`config.mk`:
```
export PLATFORM = sky130hd
export DESIGN_NAME = dcw_sequencer
export DESIGN_NICKNAME = d
export VERILOG_FILES = /design/src/dcw_pkg.sv /design/src/dcw_sequencer.sv /design/src/dcw_timer.sv
export VERILOG_INCLUDE_DIRS = /design/src
export SDC_FILE = /design/constraint.sdc
export NUM_CORES = 1
export LEC_CHECK = 0
export BUFFER_PORTS_ARGS = -buffer_cell sky130_fd_sc_hd__buf_2
export CORE_MARGIN = 8
export CORE_UTILIZATION = 61
export DETAILED_ROUTE_END_ITERATION = 8
export PLACE_DENSITY = 0.82
export SYNTH_ARGS = -nofsm -noshare
export SYNTH_HDL_FRONTEND = slang
export SYNTH_SLANG_ARGS = --single-unit
```
`constraint.sdc`:
```
create_clock -name clock -period 3.75 [get_ports clock]
set_clock_uncertainty 0.2 [all_clocks]
set_input_delay 0.5625 -clock clock [delete_from_list [all_inputs] [get_ports clock]]
set_output_delay 0.5625 -clock clock [all_outputs]
set_load 0.01 [all_outputs]
```
`src/dcw_params.svh`:
```
`ifndef DCW_PARAMS_SVH
`define DCW_PARAMS_SVH

// ==========================================================
// Clock rate
`define DCW_CLK_PERIOD_NS     10

// ==========================================================
// Sequencer times, in their own units
`define DCW_WAKE_PERIOD_US    300000
`define DCW_OSC_SETTLE_US     2250
`define DCW_MONITOR_US        6000
`define DCW_HOLD_US           30500

// ==========================================================
// Derived cycle counts at the clock rate
`define DCW_WAKE_PERIOD_CYC   ((`DCW_WAKE_PERIOD_US * 1000) / `DCW_CLK_PERIOD_NS)
`define DCW_OSC_SETTLE_CYC    ((`DCW_OSC_SETTLE_US * 1000) / `DCW_CLK_PERIOD_NS)
`define DCW_MONITOR_CYC       ((`DCW_MONITOR_US * 1000) / `DCW_CLK_PERIOD_NS)
`define DCW_HOLD_CYC          ((`DCW_HOLD_US * 1000) / `DCW_CLK_PERIOD_NS)

// ==========================================================
// Signal strength thresholds, signed dBm in 8 bits
`define DCW_RSSI_THR_LOW      8'h99
`define DCW_RSSI_THR_HIGH     8'h9F

// ==========================================================
// Widths and timer step and zero constants
`define DCW_TIMER_W           32
`define DCW_OFFSET_W          5
`define DCW_TIMER_ONE         32'h00000001
`define DCW_TIMER_ZERO        32'h00000000

`endif

```
`src/dcw_pkg.sv`:
```
package dcw_pkg;

  // Sequencer states
  typedef enum logic [2:0] {
    DCW_ACTIVE,
    DCW_SLEEP,
    DCW_OSC_WAIT,
    DCW_MONITOR,
    DCW_HOLD,
    DCW_DRAIN
  } dcw_state_t;

endpackage

```
`src/dcw_sequencer.sv`:
```
`timescale 1ns/10ps
`include "dcw_params.svh"

module dcw_sequencer #(
  parameter int unsigned WAKE_PERIOD_CYCLES = `DCW_WAKE_PERIOD_CYC, // Wake period
  parameter int unsigned OSC_SETTLE_CYCLES  = `DCW_OSC_SETTLE_CYC,  // Oscillator settle
  parameter int unsigned MONITOR_CYCLES     = `DCW_MONITOR_CYC,     // Signal watch window
  parameter int unsigned HOLD_CYCLES        = `DCW_HOLD_CYC,        // Extended on-time
  parameter int          OFFSET_W           = `DCW_OFFSET_W         // Offset field width
) (
  input  wire logic                clock,               // 100 MHz clock
  input  wire logic                reset_n,             // Async reset, active low
  input  wire logic                low_power_duty_mode, // Mode pin, asynchronous
  input  wire logic                channel_select_bit0, // Threshold pin, asynchronous
  input  wire logic [7:0]          rssi_dbm,            // Signed signal strength, dBm
  input  wire logic                sync_detect,         // Sync word found, pulse
  input  wire logic                pattern_busy,        // Pattern logic decoding, level
  input  wire logic [OFFSET_W-1:0] afc_offset_meas,     // Measured carrier offset
  input  wire logic                afc_enable,          // Correction enable flag
  input  wire logic                status_read,         // Host status read, pulse
  output logic                     osc_enable,          // Crystal oscillator on
  output logic                     synth_enable,        // Synthesizer on
  output logic [OFFSET_W-1:0]      status_afc_offset,   // Offset field of status
  output logic                     status_afc_frozen    // Correction was off at read
);

  // ==========================================================
  // Reset release
  logic [1:0] rst_pipe;  // Release shift
  logic       rst_n;     // Synchronised reset

  // Release only on a clock edge so all flops leave reset together
  always_ff @(posedge clock or negedge reset_n) begin
    if (!reset_n) begin
      rst_pipe <= 2'h0;
    end else begin
      rst_pipe <= {rst_pipe[0], 1'h1};
    end
  end

  assign rst_n = rst_pipe[1];

  // ==========================================================
  // Pin synchronisers
  logic [2:0] mode_sync;      // Mode pin stages
  logic [2:0] chan_sync;      // Channel pin stages
  logic       duty_mode;      // Filtered mode
  logic       chan_bit;       // Filtered channel bit
  logic       next_duty_mode; // Next filtered mode
  logic       next_chan_bit;  // Next filtered channel bit

  // Accept a level only when stages two and three agree
  always_comb begin
    next_duty_mode = duty_mode;
    next_chan_bit  = chan_bit;
    if (mode_sync[1] == mode_sync[2]) begin
      next_duty_mode = mode_sync[2];
    end
    if (chan_sync[1] == chan_sync[2]) begin
      next_chan_bit = chan_sync[2];
    end
  end

  always_ff @(posedge clock or negedge rst_n) begin
    if (!rst_n) begin
      mode_sync <= 3'h0;
      chan_sync <= 3'h0;
      duty_mode <= 1'h0;
      chan_bit  <= 1'h0;
    end else begin
      mode_sync <= {mode_sync[1:0], low_power_duty_mode};
      chan_sync <= {chan_sync[1:0], channel_select_bit0};
      duty_mode <= next_duty_mode;
      chan_bit  <= next_chan_bit;
    end
  end

  // ==========================================================
  // Signal strength compare
  logic [7:0] rssi_thr;    // Active threshold
  logic       rssi_above;  // Signal over threshold

  assign rssi_thr   = chan_bit ? `DCW_RSSI_THR_HIGH : `DCW_RSSI_THR_LOW;
  assign rssi_above = ($signed(rssi_dbm) > $signed(rssi_thr));

  // ==========================================================
  // Timers
  logic                    duty_prev;     // Mode one cycle ago
  logic                    wake;          // Wake event
  logic                    period_done;   // Period timer ran out
  logic                    period_load;   // Restart period
  logic                    phase_done;    // Phase timer ran out
  logic                    phase_load;    // Restart phase
  logic [`DCW_TIMER_W-1:0] phase_value;   // Phase length

  // Periodic wake only in duty mode
  assign wake        = duty_mode && duty_prev && period_done;
  assign period_load = wake || (duty_mode && !duty_prev);

  dcw_timer #(
    .WIDTH (`DCW_TIMER_W)
  ) u_period (
    .clock   (clock),
    .rst_n   (rst_n),
    .load    (period_load),
    .value   (`DCW_TIMER_W'(WAKE_PERIOD_CYCLES - 1)),
    .expired (period_done)
  );

  dcw_timer #(
    .WIDTH (`DCW_TIMER_W)
  ) u_phase (
    .clock   (clock),
    .rst_n   (rst_n),
    .load    (phase_load),
    .value   (phase_value),
    .expired (phase_done)
  );

  // ==========================================================
  // Sequencer
  dcw_pkg::dcw_state_t state;       // Current state
  dcw_pkg::dcw_state_t next_state;  // Next state
  logic                next_osc;    // Next oscillator enable
  logic                next_synth;  // Next synthesizer enable

  // Next state and enables; timer loads are one-cycle strobes
  always_comb begin
    next_state  = state;
    next_osc    = osc_enable;
    next_synth  = synth_enable;
    phase_load  = 1'h0;
    phase_value = `DCW_TIMER_W'(OSC_SETTLE_CYCLES);
    if (!duty_mode) begin
      next_state = dcw_pkg::DCW_ACTIVE;
      next_osc   = 1'h1;
      next_synth = 1'h1;
    end else begin
      case (state)
        dcw_pkg::DCW_ACTIVE: begin
          // Mode just went high: power down until first wake
          next_state = dcw_pkg::DCW_SLEEP;
          next_osc   = 1'h0;
          next_synth = 1'h0;
        end
        dcw_pkg::DCW_SLEEP: begin
          if (wake) begin
            next_state  = dcw_pkg::DCW_OSC_WAIT;
            next_osc    = 1'h1;
            phase_load  = 1'h1;
            phase_value = `DCW_TIMER_W'(OSC_SETTLE_CYCLES - 1);
          end
        end
        dcw_pkg::DCW_OSC_WAIT: begin
          if (phase_done) begin
            next_state  = dcw_pkg::DCW_MONITOR;
            next_synth  = 1'h1;
            phase_load  = 1'h1;
            phase_value = `DCW_TIMER_W'(MONITOR_CYCLES - 1);
          end
        end
        dcw_pkg::DCW_MONITOR: begin
          if (rssi_above || sync_detect) begin
            next_state  = dcw_pkg::DCW_HOLD;
            phase_load  = 1'h1;
            phase_value = `DCW_TIMER_W'(HOLD_CYCLES - 1);
          end else if (phase_done) begin
            next_state = dcw_pkg::DCW_DRAIN;
          end
        end
        dcw_pkg::DCW_HOLD: begin
          if (sync_detect) begin
            phase_load  = 1'h1;
            phase_value = `DCW_TIMER_W'(HOLD_CYCLES - 1);
          end else if (phase_done) begin
            next_state = dcw_pkg::DCW_DRAIN;
          end
        end
        dcw_pkg::DCW_DRAIN: begin
          if (sync_detect) begin
            next_state  = dcw_pkg::DCW_HOLD;
            phase_load  = 1'h1;
            phase_value = `DCW_TIMER_W'(HOLD_CYCLES - 1);
          end else if (!pattern_busy) begin
            next_state = dcw_pkg::DCW_SLEEP;
            next_osc   = 1'h0;
            next_synth = 1'h0;
          end
        end
        default: begin
          next_state = dcw_pkg::DCW_SLEEP;
          next_osc   = 1'h0;
          next_synth = 1'h0;
        end
      endcase
    end
  end

  // Registers; reset loads DCW_SLEEP with both enables off, continuous follows a cycle later
  always_ff @(posedge clock or negedge rst_n) begin
    if (!rst_n) begin
      state        <= dcw_pkg::DCW_SLEEP;
      osc_enable   <= 1'h0;
      synth_enable <= 1'h0;
      duty_prev    <= 1'h0;
    end else begin
      state        <= next_state;
      osc_enable   <= next_osc;
      synth_enable <= next_synth;
      duty_prev    <= duty_mode;
    end
  end

  // ==========================================================
  // Status offset field
  logic [OFFSET_W-1:0] next_offset;  // Next reported offset
  logic                next_frozen;  // Next frozen flag

  // Offset captured at each status read, held for the host
  always_comb begin
    next_offset = status_afc_offset;
    next_frozen = status_afc_frozen;
    if (status_read) begin
      next_offset = afc_offset_meas;
      next_frozen = !afc_enable;
    end
  end

  always_ff @(posedge clock or negedge rst_n) begin
    if (!rst_n) begin
      status_afc_offset <= '0;
      status_afc_frozen <= 1'h0;
    end else begin
      status_afc_offset <= next_offset;
      status_afc_frozen <= next_frozen;
    end
  end

endmodule

```
`src/dcw_timer.sv`:
```
`timescale 1ns/10ps
`include "dcw_params.svh"

// Down counter: load a count, reports zero when it has run out
module dcw_timer #(
  parameter int WIDTH = `DCW_TIMER_W
) (
  input  wire logic             clock,   // System clock
  input  wire logic             rst_n,   // Synchronised reset, active low
  input  wire logic             load,    // Load pulse
  input  wire logic [WIDTH-1:0] value,   // Cycles to run
  output logic                  expired  // Count has reached zero
);

  logic [WIDTH-1:0] count;       // Remaining cycles
  logic [WIDTH-1:0] next_count;  // Next remaining cycles

  // ==========================================================
  // Next count
  always_comb begin
    if (load) begin
      next_count = value;
    end else if (count != WIDTH'(`DCW_TIMER_ZERO)) begin
      next_count = count - WIDTH'(`DCW_TIMER_ONE);
    end else begin
      next_count = count;
    end
  end

  // Register
  always_ff @(posedge clock or negedge rst_n) begin
    if (!rst_n) begin
      count <= '0;
    end else begin
      count <= next_count;
    end
  end

  assign expired = (count == WIDTH'(`DCW_TIMER_ZERO));

endmodule

```
==> results.md <==
- Outcome: finished, final reports clean
- Worst R2R End: u_period.count[29]$_DFFE_PN0P_
- Final ANT Viol Nets: 0
- Final setup viols: 0
- Ant diodes: 0
- Final Core Density: 68.4%
- Final critical-path share of the clock period: a little over four fifths
- DR WL/cell: approximately 17 microns
- Cells after Synth: around 470
- Port bufs: 28
- Asr flop ratio synth: 100%
- Pin count of the biggest net entering global routing: 85
- Met2 WL: between 5000 and 6000 microns
- CP Cell Sequence: or4_4, nor4_1, nand3_1, or4b_2, a21oi_1
- I/O pin count: 29
- RSZ-0062 raised after global routing: false
- Critical Path Max Stage Delay: roughly 0.70 ns
- CP arrival: 3.23 ns
- Min Tclk post-route: roughly 3.2 ns
- Post-synth design cell area: about 0.0046 sq mm
- CTS tree: done
- Post-synth EDFFs: 0
- Internal power: approximately 1.3 mW
- Yosys cell types: 61
- Routability Congestion: 0.845
- Clock slew at reported path FFs: roughly 0.09 ns
- First-pass GRT wire length: about 17,000 microns
- Detailed-route vias per instance: roughly 6.4
- Share of cells above drive strength 1: 16.9%
- Worst Max-Slew Pin Slew: 1.14 ns
- Comb pwr share: 8.9%
- Post-synthesis mux area share: under 10%
- Total CTS buffers: 9
- Final hold violation count: 0
- Worst skew pair latency: approximately 0.35 ns
- Delay-heaviest family, CP: simple AND/OR/NAND/NOR gates
- Post-synth top area share: 46.2%
- Top cells by area, synth: dfrtp_1 (46%), or4_1 (4.2%), o21ai_0 (3.9%), o31ai_1 (3.6%), a21oi_1 (3.3%)
- Reg power frac: roughly 58%
- Startpoint Class: flip-flop
- Largest family of logic cells by synthesized area: simple AND/OR/NAND/NOR gates
- Die height: between 100 and 150 microns
- Hold Startpoint: channel_select_bit0
- Slew margin rel.: between 20% and 30%
- WL met1: between 4000 and 5000 microns
- Resize count post-CTS: 0
- Worst vdd ir: between 300 and 400 uV
- Crit. End Element: flip-flop
- Total Wirelength: 10,100 microns
- Yosys warns: 0
- Drt initial violations: 207
- Global route total overflow: 0
- Root Buffer Master: clkbuf_8
- DIE AREA: between 0.01 and 0.015 sq mm
- # rows: 31
- Reg-to-Reg Start: u_period.count[15]$_DFFE_PN0P_
- Average size of a mapped cell: just under 10 sq um
- LEAKAGE: between 1.5 and 2 nW
- Initial antenna violation count: 0
- Setup repair bufs after CTS: 0
- R2r worst-path depth: 5
- Synth area leader: dfrtp_1
- Pwr Density: approximately 360 mW/mm^2
- Worst Hold Class: input pin to flip-flop
- Number of global-route vias before repair: between 3,000 and 4,000
- Commonest non-fill, non-tap cell in the layout: dfrtp_1
- Die W: roughly 100 microns
- Mapped Nets: 500
- DRT Pass-1 Iters: 4
- Worst hold endpoint: chan_sync[0]$_DFF_PN0_
- WL met3: 578 microns
- Setup CP Type: flip-flop to flip-flop
- Synth Area in Compound Gates: 16.9%
- Adder-cell area share of the yosys netlist: approximately 2.1%
- Seq/Total Area, Yosys: between 40% and 50%
- HPWL after detailed placement: about 6900 microns
- TNS Setup: 0 ns
- # DRC: 0
- CTS H-tree depth: 3
- DP Area: 0.00480 sq mm
- #FFs+latches synth: 86
- Net Sw Frac: roughly 28%
- FMAX: ~320 MHz
- Max-slew violation count: 0
- Final nets: 520
- Synth Flop Type: dfrtp_1
- Buffers and inverters on the worst path: 0
- Tot Pwr: between 1.5 and 2 mW
- Clk sinks: 86
- Area delta synth->final: 8.32%
- Max FO, Critical Path: 8
- Final Cell Area: 0.00498 sq mm
- Clock network fraction of design power: between 30% and 40%
- CTS max path bufs: 2
- Vias: 3,829
- Max-cap violation count: 0
- Post-synthesis xor/xnor area fraction: roughly 3.2%
- Core area: roughly 0.0073 sq mm
- CP startpoint: u_period.count[15]$_DFFE_PN0P_
- Slowest-stage cell, CP: or4b_2
- Synth Area in Simple Gates: between 20 and 30%
- GRT Util Overall: ~20%
- WHS Path Cells: 1
- Initial Utilization: around 63%
- Top routing layer in use: met4
- Reg2Reg Setup Slack: approximately 0.6 ns
- Switch Pwr: roughly 0.50 mW
- Critical Path RT: roughly 3.8 ns
- Most frequent cells in the layout: dfrtp_1 (84), o21ai_0 (36), a21oi_1 (30)
area by class of cell:
type                    instances  area [sq um]
flip-flops and latches         86          2160
multi-input cells             349          2290
well taps                      99           124
inverters                      13          48.8
clock inverters                 7          55.1
clock buffers                   9           124
repair buffers                 34           188
fillers                       579          2310
flip-flops by register name (all words and copies together) (netlist names):
name,count
status_afc_frozen,1
duty_prev,1
u_period.count,32
status_afc_offset,5
u_phase.count,32
synth_enable,1
osc_enable,1
rst_pipe,2
duty_mode,1
state,3
chan_sync,3
mode_sync,3
chan_bit,1
layer usage:
| metal | up-vias | GRT usage [%] |
|---|---|---|
| li1 | 1830 | - |
| met1 | 1889 | 26.9 |
| met2 | 104 | 32.9 |
| met3 | 6 | 4.86 |
| met4 | 0 | 5.56 |
| met5 | - | 0 |
how the worst max path moves through the flow:
stage / end / slack, ns / depth (start not counted)
after global placement: u_period.count[20]$_DFFE_PN0P_ / 0.69 / 7
final: u_period.count[29]$_DFFE_PN0P_ / 0.59 / 5
after detailed placement: u_period.count[20]$_DFFE_PN0P_ / 0.67 / 7
after floorplan: u_phase.count[15]$_DFFE_PN0P_ / 0.87 / 7
after global routing: u_period.count[29]$_DFFE_PN0P_ / 0.43 / 5
after CTS: u_period.count[20]$_DFFE_PN0P_ / 0.62 / 7
power by group through the flow:
stage | Clock (mW) | Combinational [mW] | Sequential [mW]
2_1_floorplan | 0 | 0.115 | 1.03
3_3_place_gp | 0 | 0.150 | 1.05
3_5_place_dp | 0 | 0.159 | 1.05
4_1_cts | 0.618 | 0.161 | 1.04
5_1_grt | 0.659 | 0.178 | 1.05
6_report | 0.600 | 0.160 | 1.03
synthesized netlist by cell type (3+ instances only):
cell,count
dfrtp_1,85
o21ai_0,36
a21oi_1,30
or4_1,26
or3_1,24
nand2_1,23
nand3_1,22
o31ai_1,22
nor2_1,18
clkbuf_1,16
nor3_1,15
inv_1,13
xnor2_1,11
nor4_1,10
or2_2,9
and3_1,6
buf_2,6
ha_1,6
xor2_1,6
a21boi_1,5
mux2_2,5
o21a_1,5
nand2b_1,4
o211ai_1,4
o41ai_1,4
or3_2,4
a211oi_1,3
a31oi_1,3
nand4_1,3
or4_4,3
or4b_2,3
per-stage QoR:
step | setup slack (ns) | hold slack (ns) | instances
2_1_floorplan | 0.872 | 0.0669 | 473
3_3_place_gp | 0.687 | 0.131 | 580
3_5_place_dp | 0.668 | 0.146 | 580
4_1_cts | 0.618 | 0.0851 | 597
5_1_grt | 0.434 | 0.0822 | 597
6_report | 0.590 | 0.108 | 597
kinds of logic (layout without fill, tap and decap cells):
kind of cell	Yosys count	in the layout
adder cells (fa/ha/maj)	8	8
multiplexers	7	7
AO/OA/AOI/OAI	124	124
flip-flops	86	86
buffers and inverters	38	63
XOR/XNOR	17	17
other	1	1
AND/OR/NAND/NOR	192	192
what timing repair did:
item	CTS	global route
endpoints found under the setup margin	0	0
hold endpoints to repair	2	0
hold buffers	1	0
Power figures use the tool's default switching activity.
